$ cat config.mk
export PLATFORM = sky130hd
export DESIGN_NAME = crypto_dma_status
export DESIGN_NICKNAME = d
export VERILOG_FILES = /design/src/design/crypto_dma_pkg.sv /design/src/design/refetch_wait_timer.sv /design/src/design/crypto_dma_status.sv
export VERILOG_INCLUDE_DIRS = /design/src /design/src/design
export SDC_FILE = /design/constraint.sdc
export NUM_CORES = 1
export LEC_CHECK = 0
export BUFFER_PORTS_ARGS = -buffer_cell sky130_fd_sc_hd__buf_4
export CORE_MARGIN = 10
export CORE_UTILIZATION = 55
export DETAILED_ROUTE_END_ITERATION = 12
export PLACE_DENSITY = 0.76
export SYNTH_ARGS = -nofsm -noshare
export SYNTH_HDL_FRONTEND = slang
export SYNTH_SLANG_ARGS = --single-unit
$ cat constraint.sdc
create_clock -name sys_clk -period 3.51 [get_ports sys_clk]
set_input_delay 0.702 -clock sys_clk [delete_from_list [all_inputs] [get_ports sys_clk]]
set_output_delay 0.702 -clock sys_clk [all_outputs]
set_load 0.1 [all_outputs]
$ cat src/design/crypto_dma_consts.svh
// Offsets, field positions and reset values of the crypto DMA status block.
// Assumes a 32-bit APB register bus with byte addresses.
// How it works
// - Chain base address register: 32 bits, read/write, resets to zero.
// - Setting both DMA enable and fetch enable starts descriptor fetch at the chain base address.
// - Status bits 31-29 report fault mode: normal, preboot, key-encryption-key, content-key.
// - Status bits 28-26 report faulting operation: 001 encrypt, 010 decrypt, 100 authenticate.
// - Status bits 25-24 report faulting access: descriptor, association, source, destination.
// - Status bits 21-18 show descriptor processor state, codes 0000 to 0110.
// - Status bit 17 reads one once a DMA start has occurred.
// - Status bit 16 reads one while the descriptor processor is active.
// - Status bits 15-0 mirror the current descriptor control word.
// - Access error flag sets when an outside memory access answers with error.
// - Packet done flag sets when a DMA packet completes.
// - Last descriptor flag sets when the last descriptor has been processed.
// - Pending flag is the OR of all interrupt sources.
// - Unimplemented status and flag bits read as zero.
// - Interrupt asserts only with global enable and an enabled pending source.
// - Polling on an invalid descriptor waits the programmed count, then refetches.
// - DMA runs only while the DMA enable bit is set.
// - Current descriptor address is readable.
`ifndef CRYPTO_DMA_CONSTS_SVH
`define CRYPTO_DMA_CONSTS_SVH

// ----------------------------------------
// Register byte offsets
// ----------------------------------------
`define OFS_CHAIN_BASE 8'h00
`define OFS_STATUS 8'h04
`define OFS_INT_FLAGS 8'h08
`define OFS_CONTROL 8'h0c
`define OFS_INT_ENABLE 8'h10
`define OFS_REFETCH_WAIT 8'h14
`define OFS_CUR_DESC 8'h18

// ----------------------------------------
// Field positions
// ----------------------------------------
`define CTL_DMA_ENABLE 0
`define CTL_POLL_ENABLE 1
`define CTL_FETCH_ENABLE 2
`define IEN_GLOBAL 0
`define IEN_LAST 1
`define IEN_PACKET 2
`define IEN_ACCESS 3
`define DSC_VALID 31
`define DSC_LAST 30
`define DSC_HAS_SA 29
`define DSC_SA_OFS 32'h0000_0004
`define DSC_NEXT_OFS 32'h0000_0008

// ----------------------------------------
// Reset values
// ----------------------------------------
`define RST_WORD 32'h0000_0000

`endif

$ cat src/design/crypto_dma_pkg.sv
// Types shared by the crypto DMA status block.
// Assumes nothing of its surroundings.
package crypto_dma_pkg;

    typedef enum logic [2:0] {ST_IDLE, ST_FETCH, ST_LOAD, ST_SA, ST_DATA, ST_DONE, ST_WAIT} proc_state_e;

    typedef logic [3:0] state_code_t;
    typedef logic [1:0] phase_code_t;

endpackage : crypto_dma_pkg

$ cat src/design/refetch_wait_timer.sv
// Down-counter that pulses once the programmed wait has elapsed.
// Assumes a synchronous active-high reset and a clock enable.
`timescale 1ns/1ps
module refetch_wait_timer #(
    parameter int WIDTH = 16
) (
    // Clock and reset
    input wire logic sys_clk,
    input wire logic rst,
    input wire logic ce,
    // Control
    input wire logic load,
    input wire logic [WIDTH-1:0] loadValue,
    // Result
    output logic expired
);
    initial
    begin
        if (WIDTH < 1)
            $error("refetch_wait_timer: WIDTH must be at least 1");
    end

    logic [WIDTH-1:0] count_r, count_nxt;
    logic run_r, run_nxt;
    logic expired_r, expired_nxt;

    always_comb
    begin
        count_nxt = count_r;
        run_nxt = run_r;
        expired_nxt = 1'b0;
        if (load)
        begin
            count_nxt = loadValue;
            run_nxt = 1'b1;
        end
        else if (run_r)
        begin
            if (count_r == '0)
            begin
                run_nxt = 1'b0;
                expired_nxt = 1'b1;
            end
            else
                count_nxt = count_r - 1'b1;
        end
    end

    always_ff @(posedge sys_clk)
    begin
        if (rst)
        begin
            count_r <= '0;
            run_r <= 1'b0;
            expired_r <= 1'b0;
        end
        else if (ce)
        begin
            count_r <= count_nxt;
            run_r <= run_nxt;
            expired_r <= expired_nxt;
        end
    end

    assign expired = expired_r;
endmodule : refetch_wait_timer

$ cat src/design/crypto_dma_status.sv
// Descriptor processor, status and interrupt source registers of the crypto DMA.
// Assumes an APB master and a word-read memory port that answers with ack and err.
//
// The placing of the registers and register access over APB are this design's own decisions.
`timescale 1ns/1ps
`include "crypto_dma_consts.svh"
module crypto_dma_status
    import crypto_dma_pkg::*;
#(
    parameter int ADDR_W = 8,
    parameter int WAIT_W = 16
) (
    // Clock and reset
    input wire logic sys_clk,
    input wire logic rst,
    input wire logic ce,
    // APB slave
    input wire logic psel,
    input wire logic penable,
    input wire logic pwrite,
    input wire logic [ADDR_W-1:0] paddr,
    input wire logic [31:0] pwdata,
    output logic [31:0] prdata,
    output logic pready,
    output logic pslverr,
    // Descriptor memory port
    output logic memReq,
    output logic [31:0] memAddr,
    input wire logic memAck,
    input wire logic memErr,
    input wire logic [31:0] memRdata,
    // Cipher datapath handshake
    output logic dataStart,
    input wire logic dataDone,
    input wire logic dataErr,
    input wire logic dataErrDest,
    // Interrupt
    output logic irq
);
    initial
    begin
        if (ADDR_W < 5 || WAIT_W < 1 || WAIT_W > 32)
            $error("crypto_dma_status: unsupported parameter values");
    end

    // ----------------------------------------
    // APB access decode
    // ----------------------------------------
    logic setup, wrDone, rdDone, pready_r, pready_nxt;
    logic [7:0] ofs;
    assign setup = psel && !penable;
    assign wrDone = psel && penable && pready_r && pwrite;
    assign rdDone = psel && penable && pready_r && !pwrite;
    assign ofs = 8'(paddr);

    // ----------------------------------------
    // Software registers
    // ----------------------------------------
    logic [31:0] chainBase_r, chainBase_nxt;
    logic [2:0] control_r, control_nxt;
    logic [3:0] intEnable_r, intEnable_nxt;
    logic [WAIT_W-1:0] refetchWait_r, refetchWait_nxt;
    logic dmaOn, pollOn, fetchOn;
    assign dmaOn = control_r[`CTL_DMA_ENABLE];
    assign pollOn = control_r[`CTL_POLL_ENABLE];
    assign fetchOn = control_r[`CTL_FETCH_ENABLE];

    always_comb
    begin
        chainBase_nxt = chainBase_r;
        control_nxt = control_r;
        intEnable_nxt = intEnable_r;
        refetchWait_nxt = refetchWait_r;
        if (wrDone)
        begin
            case (ofs)
                `OFS_CHAIN_BASE: chainBase_nxt = pwdata;
                `OFS_CONTROL: control_nxt = pwdata[2:0];
                `OFS_INT_ENABLE: intEnable_nxt = pwdata[3:0];
                `OFS_REFETCH_WAIT: refetchWait_nxt = pwdata[WAIT_W-1:0];
                default: ;
            endcase
        end
    end

    always_ff @(posedge sys_clk)
    begin
        if (rst)
        begin
            chainBase_r <= `RST_WORD;
            control_r <= '0;
            intEnable_r <= '0;
            refetchWait_r <= '0;
        end
        else if (ce)
        begin
            chainBase_r <= chainBase_nxt;
            control_r <= control_nxt;
            intEnable_r <= intEnable_nxt;
            refetchWait_r <= refetchWait_nxt;
        end
    end

    // ----------------------------------------
    // Descriptor processor
    // ----------------------------------------
    proc_state_e state_r, state_nxt;
    logic [31:0] curDesc_r, curDesc_nxt;
    logic [31:0] nextDesc_r, nextDesc_nxt;
    logic [31:0] ctrlWord_r, ctrlWord_nxt;
    logic [31:0] memAddr_r, memAddr_nxt;
    logic memReq_r, memReq_nxt;
    logic dataStart_r, dataStart_nxt;
    logic started_r, started_nxt;
    logic accessFlag_r, accessFlag_nxt;
    logic packetFlag_r, packetFlag_nxt;
    logic lastFlag_r, lastFlag_nxt;
    logic [2:0] faultMode_r, faultMode_nxt;
    logic [2:0] faultOp_r, faultOp_nxt;
    phase_code_t faultPhase_r, faultPhase_nxt;
    logic waitLoad, waitExpired, memFault, clearFlags, anyFault, startCond;
    phase_code_t phaseNow;

    // Timer sits in its own module so the wait can be reused by other engines
    refetch_wait_timer #(
        .WIDTH(WAIT_W)
    ) u_wait (
        .sys_clk(sys_clk),
        .rst(rst),
        .ce(ce),
        .load(waitLoad),
        .loadValue(refetchWait_r),
        .expired(waitExpired)
    );

    assign memFault = memReq_r && memAck && memErr;
    assign anyFault = memFault || (state_r == ST_DATA && dataErr);
    assign clearFlags = rdDone && ofs == `OFS_INT_FLAGS;
    assign startCond = dmaOn && fetchOn && !started_r;

    always_comb
    begin
        case (state_r)
            ST_SA: phaseNow = 2'b01;
            ST_DATA: phaseNow = dataErrDest ? 2'b11 : 2'b10;
            default: phaseNow = 2'b00;
        endcase
    end

    always_comb
    begin
        state_nxt = state_r;
        curDesc_nxt = curDesc_r;
        nextDesc_nxt = nextDesc_r;
        ctrlWord_nxt = ctrlWord_r;
        memAddr_nxt = memAddr_r;
        memReq_nxt = memReq_r;
        dataStart_nxt = 1'b0;
        started_nxt = started_r;
        waitLoad = 1'b0;
        faultMode_nxt = faultMode_r;
        faultOp_nxt = faultOp_r;
        faultPhase_nxt = faultPhase_r;
        // Flag set wins over clear-on-read in the same cycle
        accessFlag_nxt = (accessFlag_r && !clearFlags) || anyFault;
        packetFlag_nxt = (packetFlag_r && !clearFlags) || (state_r == ST_DONE);
        lastFlag_nxt = (lastFlag_r && !clearFlags) || (state_r == ST_DONE && ctrlWord_r[`DSC_LAST]);
        if (!dmaOn)
        begin
            // Dropping the enable abandons the chain at once
            state_nxt = ST_IDLE;
            memReq_nxt = 1'b0;
            started_nxt = 1'b0;
        end
        else if (anyFault)
        begin
            // Mode and operation come from the descriptor; unknown values fold to legal codes
            faultMode_nxt = {1'b0, ctrlWord_r[5:4]};
            case (ctrlWord_r[2:0])
                3'h2: faultOp_nxt = 3'h2;
                3'h4: faultOp_nxt = 3'h4;
                default: faultOp_nxt = 3'h1;
            endcase
            faultPhase_nxt = phaseNow;
            state_nxt = ST_IDLE;
            memReq_nxt = 1'b0;
        end
        else
        begin
            case (state_r)
                ST_IDLE:
                    if (startCond)
                    begin
                        started_nxt = 1'b1;
                        curDesc_nxt = chainBase_r;
                        memAddr_nxt = chainBase_r;
                        memReq_nxt = 1'b1;
                        state_nxt = ST_FETCH;
                    end
                ST_FETCH:
                    if (memAck)
                    begin
                        memReq_nxt = 1'b0;
                        ctrlWord_nxt = memRdata;
                        if (memRdata[`DSC_VALID])
                        begin
                            memAddr_nxt = curDesc_r + `DSC_NEXT_OFS;
                            memReq_nxt = 1'b1;
                            state_nxt = ST_LOAD;
                        end
                        else if (pollOn)
                        begin
                            waitLoad = 1'b1;
                            state_nxt = ST_WAIT;
                        end
                        else
                            state_nxt = ST_IDLE;
                    end
                ST_WAIT:
                    if (waitExpired)
                    begin
                        memAddr_nxt = curDesc_r;
                        memReq_nxt = 1'b1;
                        state_nxt = ST_FETCH;
                    end
                ST_LOAD:
                    if (memAck)
                    begin
                        nextDesc_nxt = memRdata;
                        if (ctrlWord_r[`DSC_HAS_SA])
                        begin
                            memAddr_nxt = curDesc_r + `DSC_SA_OFS;
                            state_nxt = ST_SA;
                        end
                        else
                        begin
                            memReq_nxt = 1'b0;
                            dataStart_nxt = 1'b1;
                            state_nxt = ST_DATA;
                        end
                    end
                ST_SA:
                    if (memAck)
                    begin
                        memReq_nxt = 1'b0;
                        dataStart_nxt = 1'b1;
                        state_nxt = ST_DATA;
                    end
                ST_DATA:
                    if (dataDone)
                        state_nxt = ST_DONE;
                ST_DONE:
                    if (ctrlWord_r[`DSC_LAST])
                        state_nxt = ST_IDLE;
                    else
                    begin
                        curDesc_nxt = nextDesc_r;
                        memAddr_nxt = nextDesc_r;
                        memReq_nxt = 1'b1;
                        state_nxt = ST_FETCH;
                    end
                default: state_nxt = ST_IDLE;
            endcase
        end
    end

    always_ff @(posedge sys_clk)
    begin
        if (rst)
        begin
            state_r <= ST_IDLE;
            curDesc_r <= `RST_WORD;
            nextDesc_r <= `RST_WORD;
            ctrlWord_r <= `RST_WORD;
            memAddr_r <= `RST_WORD;
            memReq_r <= 1'b0;
            dataStart_r <= 1'b0;
            started_r <= 1'b0;
            accessFlag_r <= 1'b0;
            packetFlag_r <= 1'b0;
            lastFlag_r <= 1'b0;
            faultMode_r <= '0;
            faultOp_r <= 3'h1;
            faultPhase_r <= '0;
        end
        else if (ce)
        begin
            state_r <= state_nxt;
            curDesc_r <= curDesc_nxt;
            nextDesc_r <= nextDesc_nxt;
            ctrlWord_r <= ctrlWord_nxt;
            memAddr_r <= memAddr_nxt;
            memReq_r <= memReq_nxt;
            dataStart_r <= dataStart_nxt;
            started_r <= started_nxt;
            accessFlag_r <= accessFlag_nxt;
            packetFlag_r <= packetFlag_nxt;
            lastFlag_r <= lastFlag_nxt;
            faultMode_r <= faultMode_nxt;
            faultOp_r <= faultOp_nxt;
            faultPhase_r <= faultPhase_nxt;
        end
    end

    // ----------------------------------------
    // Status view and interrupt
    // ----------------------------------------
    state_code_t stateCode;
    logic active, pending;
    logic [31:0] statusWord, flagWord, rdWord;
    logic [31:0] prdata_r, prdata_nxt;
    logic pslverr_r, pslverr_nxt, irq_r, irq_nxt;

    always_comb
    begin
        case (state_r)
            ST_FETCH: stateCode = 4'h1;
            ST_LOAD: stateCode = 4'h2;
            ST_DATA: stateCode = 4'h3;
            ST_DONE: stateCode = 4'h4;
            ST_WAIT: stateCode = 4'h5;
            ST_SA: stateCode = 4'h6;
            default: stateCode = 4'h0;
        endcase
    end

    assign active = state_r != ST_IDLE;
    assign pending = accessFlag_r || packetFlag_r || lastFlag_r;
    // Bits 23-22 and 31-4 are tied low
    assign statusWord = {faultMode_r, faultOp_r, faultPhase_r, 2'b00, stateCode, started_r, active,
                         ctrlWord_r[15:0]};
    assign flagWord = {28'h0, accessFlag_r, packetFlag_r, lastFlag_r, pending};

    always_comb
    begin
        case (ofs)
            `OFS_CHAIN_BASE: rdWord = chainBase_r;
            `OFS_STATUS: rdWord = statusWord;
            `OFS_INT_FLAGS: rdWord = flagWord;
            `OFS_CONTROL: rdWord = {29'h0, control_r};
            `OFS_INT_ENABLE: rdWord = {28'h0, intEnable_r};
            `OFS_REFETCH_WAIT: rdWord = 32'(refetchWait_r);
            `OFS_CUR_DESC: rdWord = curDesc_r;
            default: rdWord = 32'h0;
        endcase
    end

    always_comb
    begin
        pready_nxt = setup;
        prdata_nxt = setup ? rdWord : prdata_r;
        pslverr_nxt = setup && (ofs > `OFS_CUR_DESC || ofs[1:0] != 2'b00 ||
                      (pwrite && (ofs == `OFS_STATUS || ofs == `OFS_INT_FLAGS || ofs == `OFS_CUR_DESC)));
        irq_nxt = intEnable_r[`IEN_GLOBAL] && ((accessFlag_r && intEnable_r[`IEN_ACCESS]) ||
                  (packetFlag_r && intEnable_r[`IEN_PACKET]) || (lastFlag_r && intEnable_r[`IEN_LAST]));
    end

    always_ff @(posedge sys_clk)
    begin
        if (rst)
        begin
            prdata_r <= 32'h0;
            pready_r <= 1'b0;
            pslverr_r <= 1'b0;
            irq_r <= 1'b0;
        end
        else if (ce)
        begin
            prdata_r <= prdata_nxt;
            pready_r <= pready_nxt;
            pslverr_r <= pslverr_nxt;
            irq_r <= irq_nxt;
        end
    end

    assign prdata = prdata_r;
    assign pready = pready_r;
    assign pslverr = pslverr_r;
    assign memReq = memReq_r;
    assign memAddr = memAddr_r;
    assign dataStart = dataStart_r;
    assign irq = irq_r;

    // ----------------------------------------
    // Assertions
    // ----------------------------------------
    property p_base_write;
        @(posedge sys_clk) disable iff (rst) ce && wrDone && ofs == `OFS_CHAIN_BASE |=> chainBase_r == $past(pwdata);
    endproperty
    a_base_write: assert property (p_base_write) else $error("base write lost");

    property p_start_addr;
        @(posedge sys_clk) disable iff (rst) ce && state_r == ST_IDLE && startCond && !anyFault
            |=> memReq_r && memAddr_r == $past(chainBase_r) && started_r;
    endproperty
    a_start_addr: assert property (p_start_addr) else $error("fetch not at base");

    property p_mode_legal;
        @(posedge sys_clk) disable iff (rst) faultMode_r[2] == 1'b0;
    endproperty
    a_mode_legal: assert property (p_mode_legal) else $error("reserved mode code");

    property p_op_legal;
        @(posedge sys_clk) disable iff (rst) faultOp_r == 3'h1 || faultOp_r == 3'h2 || faultOp_r == 3'h4;
    endproperty
    a_op_legal: assert property (p_op_legal) else $error("reserved operation code");

    property p_sa_phase;
        @(posedge sys_clk) disable iff (rst) ce && dmaOn && state_r == ST_SA && memFault |=> faultPhase_r == 2'b01;
    endproperty
    a_sa_phase: assert property (p_sa_phase) else $error("wrong fault phase");

    property p_read_status;
        @(posedge sys_clk) disable iff (rst) ce && setup && !pwrite && ofs == `OFS_STATUS
            |=> prdata_r[16] == $past(active) && prdata_r[23:22] == 2'b00 && prdata_r[21:18] <= 4'h6;
    endproperty
    a_read_status: assert property (p_read_status) else $error("status read wrong");

    property p_access_flag;
        @(posedge sys_clk) disable iff (rst) ce && memFault |=> accessFlag_r ##1 1'b1;
    endproperty
    a_access_flag: assert property (p_access_flag) else $error("access error not flagged");

    property p_irq_gate;
        @(posedge sys_clk) disable iff (rst) irq_r |-> $past(intEnable_r[`IEN_GLOBAL]) && $past(pending);
    endproperty
    a_irq_gate: assert property (p_irq_gate) else $error("irq without enable");

    property p_dma_off;
        @(posedge sys_clk) disable iff (rst) ce && !dmaOn |=> state_r == ST_IDLE && !memReq_r;
    endproperty
    a_dma_off: assert property (p_dma_off) else $error("runs while disabled");

    property p_fault_hold;
        @(posedge sys_clk) disable iff (rst) !(ce && dmaOn && anyFault) |=> $stable(faultMode_r) && $stable(faultPhase_r);
    endproperty
    a_fault_hold: assert property (p_fault_hold) else $error("fault fields changed");

    c_sa_chain: cover property (@(posedge sys_clk) disable iff (rst) state_r == ST_SA ##[1:50] state_r == ST_DONE);
    c_poll: cover property (@(posedge sys_clk) disable iff (rst) state_r == ST_WAIT ##[1:200] state_r == ST_LOAD);
    c_fault: cover property (@(posedge sys_clk) disable iff (rst) memFault ##1 accessFlag_r);
    c_irq: cover property (@(posedge sys_clk) disable iff (rst) $rose(irq_r));
endmodule : crypto_dma_status

-- Word-level counts from Yosys, hierarchy flattened
Cells that the tools add are included.
- register bits after elaboration: 251
- bits of input ports: 83
- output and inout port bits: 69
- word-level logic and storage cells: 185
- add/subtract/negate cells: 3
- $lt $le $gt $ge: 1
- equal/unequal tests: 34
- muxes and demuxes: 62
- bitwise gates (word level): 1
- reduce and logical (&&, ||, !) cells: 59
- operators with widths (cell ; number):
    32-bit two-way mux ; 7
    32-bit case mux with 7 select lines ; 1
    32-bit case mux with 5 select lines ; 1
    32-bit case mux with 2 select lines ; 1
    16-bit two-way mux ; 3
    3-bit two-way mux ; 11
    32-bit by 3-bit adder with 32-bit output (second input constant) ; 1
    32-bit by 4-bit adder with 32-bit output (second input constant) ; 1
    1-bit two-way mux ; 32
    4-bit inequality test (second input constant) ; 7
    8-bit by 5-bit equality test with 1-bit output (second input constant) ; 3
    1-bit logical AND ; 21
    3-bit case mux with 7 select lines ; 1
    3-bit case mux with 6 select lines ; 1
    3-bit AND reduction ; 6
    8-bit by 4-bit equality test with 1-bit output (second input constant) ; 2
    16-bit zero test ; 1
    16-bit by 1-bit subtractor with 16-bit output (second input constant) ; 1
    2-bit inequality test (second input constant) ; 7
    3-bit equality test (second input constant) ; 4
    1-bit logical OR ; 12
    11-bit AND reduction ; 1
    5-bit AND reduction ; 2
    3-bit by 2-bit equality test with 1-bit output (second input constant) ; 3
    22 further kinds ; 30

-- Depth between registers and ports, before layout
- depth after elaboration: 8
- gate-level depth with buffers: 10
- mapped depth without buffers: 7

-- Hierarchy
A second synthesis with hierarchy kept.
- cells, all modules: 1550
- area, all modules: 11940.2 um2
- modules (own cells, without submodules) (module ; times used ; cells each ; area each (um2) ; sequential area each (um2)):
    crypto_dma_status ; 1 ; 1392 ; 10810.4 ; 4404.2
    refetch_wait_timer ; 1 ; 158 ; 1129.8 ; 360.3

-- Worst setup path before layout
No wires, ideal clock.
- kind: flip-flop to flip-flop
- start point: register memReq_r, in the netlist memReq
- end point: register memAddr_r[30], in the netlist memAddr[30]
- library setup time: 131 ps
- arrival: 2492 ps
- slack: 887 ps
- stages on the path, launching flop included: 9
- buffers on the path: 3
- cells stage by stage: dfxtp_1 > and3_1 > or2_1 > buf_2 > or4_1 > buf_2 > buf_1 > a31oi_1 > o41ai_2
- cells in the longest elaborated chain, start to end: 5
- ends and longest elaborated chain (element ; line ; text):
    start: declaration ; crypto_dma_status.sv:112 ; logic memReq_r, memReq_nxt;
    start signal: assignment ; crypto_dma_status.sv:293 ; memReq_r <= memReq_nxt;
    1-bit logical AND (2 in a row) ; crypto_dma_status.sv:136 ; assign memFault = memReq_r && memAck && memErr;
    1-bit logical OR ; crypto_dma_status.sv:137 ; assign anyFault = memFault || (state_r == ST_DATA && dataErr);
    1-bit inverter (no line) ; -- ;
    11-bit AND reduction (no line) ; -- ;
    end signal: assignment ; crypto_dma_status.sv:275 ; memAddr_r <= `RST_WORD;
    end signal: assignment ; crypto_dma_status.sv:292 ; memAddr_r <= memAddr_nxt;
    end: declaration ; crypto_dma_status.sv:111 ; logic [31:0] memAddr_r, memAddr_nxt;
Every way passes these cells.
A chain may end at the register's enable or synchronous reset.

-- Worst setup path in the final report
- start point: register state_r[2]
- end point: register memAddr_r[29], in the netlist memAddr[29]
- cells in the longest elaborated chain, start to end: 5
- ends and longest elaborated chain (element ; line ; text):
    start: declaration ; crypto_dma_status.sv:107 ; proc_state_e state_r, state_nxt;
    start signal: assignment ; crypto_dma_status.sv:288 ; state_r <= state_nxt;
    3-bit equality test ; crypto_dma_status.sv:137 ;
    1-bit logical AND ; crypto_dma_status.sv:137 ;
    1-bit logical OR ; crypto_dma_status.sv:137 ;
    1-bit inverter (no line) ; -- ;
    11-bit AND reduction (no line) ; -- ;
Several ways; a longest one is shown, not always the timed one.

==> results_dict.tcl <==
set metrics [dict create \
    initialDrtViolationCount 1781 \
    cp.arrival_ns 3.36 \
    netlist_area_um2 12100 \
    max_slew_margin_pct 15.1 \
    synthFlopType "dfxtp_1" \
    synth.area.top_cells "dfxtp_1 39%, nand2_1 9.2%, a21oi_1 6.8%, nor2_1 5.2%, mux2i_1 3.8%" \
    critPathBufInv 2 \
    htreeDepth 1 \
    post_cts_buffers 0 \
    grt_max_degree 76 \
    synth_common_cells "298 x nand2_1, 238 x dfxtp_1, 167 x nor2_1" \
    first_global_vias 12105 \
    ys_seq_elements 238 \
    total_leakage_power_uw 0.00500 \
    crit_slowest_cell "o2111ai_1" \
    startpoint_type "register" \
    postRouteWirelength_um 45300 \
    ant_nets 0 \
    dr.pass1.iters 7 \
    hold_buffers 0 \
    syn_to_final_growth_pct 19.0 \
    required_ns 3.96 \
    grt_use_total_pct 30.2 \
    power.density_nw_per_um2 398 \
    dp.cells 1944 \
    synthSimpleGateAreaFrac_pct 24.4 \
    synth_edf_count 0 \
    synth_seq_area_share_pct 39.3 \
    worst_path_largest_cell_delay_ns 0.53 \
    drive_gt1_share_pct 16.7 \
    netlist.area_leader.share_pct 39.3 \
    vias 12971 \
    cts_tree "built" \
    synth_top_area_cell "dfxtp_1" \
    clock_sinks 238 \
    worstSetupEndpointType "register" \
    routedWlPerCell_um 22.7 \
    async_flop_share_pct 0 \
    finalSetupTns_ns 0 \
    clk_latency_ns 0.56 \
    post-synth-top-count-cell "nand2_1" \
    max_cap_viol_count 0 \
    grt_pass1_wl_um 69800 \
    worstHoldPathType "in2reg" \
    ir_drop_v 0.000406 \
    setup_viol 0 \
    fin_ws_ns 0.600 \
    viasPerCell 6.51 \
    regArea_um2 4760 \
    synth_nets 1685 \
    fmax_mhz 344 \
    die_area_um2 28400 \
    synthAdderAreaFrac_pct 0.619 \
    io_pins 152 \
    initial_core_util_pct 55.7 \
    clock_path_buffers 3 \
    io_buffer_count 151 \
    rsz0062_at_grt "false" \
    yosysWarnings 0 \
    status "finished, final reports clean" \
    nNetsFinal 1781 \
    path_delay_family "simple AND/OR/NAND/NOR gates" \
    crit_top_cell "buf_4" \
    synthMuxAreaShare_pct 4.82 \
    crit_fanout 18 \
    critPathKind "reg2reg" \
    syn_inst 1596 \
    die_h_um 168 \
    fin_skew_ns 0.0203 \
    worstPathCellList "or3_1, o2111ai_1, or4_1, buf_4, buf_4, nand2_1, a221oi_1" \
    synthXorXnorAreaFrac_pct 0.939 \
    synth_top_family_by_area "compound AO/OA/AOI/OAI gates" \
    dpl.hpwl_um 32700 \
    final-instance-count-excl-fill 1992 \
    drc 0 \
    pre_cts_ws_ns 0.476 \
    synth_compound_area_share_pct 25.0 \
    hold_viol_final 0 \
    timing.final.crit_share_pct 82.9 \
    cts_made_buffers 26 \
    core_area_um2 21800 \
    antenna_found_initial 0 \
    post_cts_resized 0 \
    avgSynthCellArea_um2 7.60 \
    n_antenna_cell 0 \
    clkTransAtPathRegs_ns 0.07 \
    fillers 1900 \
    root_buffer "clkbuf_16" \
    gp_congestion 0.991 \
    overflow 0 \
    multi_input_area_um2 6820 \
    ys_types 79 \
    maxSlewViolCount 0 \
    worst-slew-pin-transition_ns 1.27 \
    min_period_ns 2.91 \
    die_w_um 168 \
    fp-row-count 54 \
]
worst min-delay path, stage by stage:
cell     delay [ns]
buf_4          0.11
nand2_1        0.04
a21oi_1        0.05
metrics by stage:
step / power (uW) / util, % / hold WS, ns / instance area (um^2)
after global routing: 5860 / 66.3 / 0.391 / 14400
after detailed placement: 2980 / 62.2 / 0.448 / 13500
after CTS: 5750 / 66.3 / 0.387 / 14400
after global placement: 2980 / 62.2 / 0.438 / 13500
after floorplan: 2860 / - / 0.437 / 12100
final: 5740 / 66.3 / 0.396 / 14400
layer usage:
layer,up-vias,global-route usage [%],part of all wire [%]
met5,-,0,0
met4,0,14.4,5.0
met3,132,5.09,10
met2,807,47.0,44
met1,6061,39.9,40
li1,5971,-,-
state kept, by name, summed over array words and instances, names as in the netlist, 2 cells and up:
register	count
faultOp_r	3
prdata	32
faultMode_r	2
nextDesc_r	32
intEnable_r	4
control_r	3
u_wait.count_r	16
faultPhase_r	2
chainBase_r	32
ctrlWord_r	18
refetchWait_r	16
memAddr	32
state_r	3
curDesc_r	32
where the power goes:
group | total (uW) | internal [uW] | switching [uW] | leakage (uW)
combinational | 227 | 85.0 | 142 | 0.00266
sequential | 2700 | 2700 | 1.58 | 0.00192
clock | 2810 | 1610 | 1200 | 0.000423
total | 5740 | 4390 | 1350 | 0.00500
placed cells by master, fill, tap and decap left out, drive strengths merged, types with 7 or more instances in the layout:
master	n
nand3	53
nand4	21
nor3	36
clkbuf	31
o2bb2ai	10
o21ai	80
or2	9
a21oi	165
o31ai	7
mux2i	46
dfxtp	238
o22ai	9
inv	19
xnor2	8
a22oi	21
a211oi	15
clkinv	9
mux2	11
or3	10
buf	204
a311oi	34
nand2	298
nand2b	9
nor4	16
nor2	167
a22o	8
a221oi	20
a222oi	9
and3	11
o211ai	9
a31oi	15
path summary, 6_finish.rpt:
path / startpoint / end / slack (ns) / cells after the start
worst min register to register: prdata[13] / prdata[13] / 0.45 / 2
worst min-delay path: pwdata[16] / chainBase_r[16] / 0.40 / 3
worst max register to register: state_r[2] / memAddr[29] / 0.60 / 7
worst max-delay path: state_r[2] / memAddr[29] / 0.60 / 7
area by class of cell:
class                      instances  share of cell area [%]
tap                              280                    2.43
timing repair buffer             204                    10.6
inverter                          19                   0.494
clock inverter                    17                    1.24
clock buffer                      31                    4.92
sequential                       238                    33.0
multi-input combinational       1203                    47.3
logic make-up after synthesis:
kind of cell / count (synthesis)
compound gates: 462
xor+xnor: 13
fa+ha+maj: 6
buf+inv: 155
flops: 238
mux: 57
simple gates: 665
Note: power is estimated with default switching activity, not from simulation.
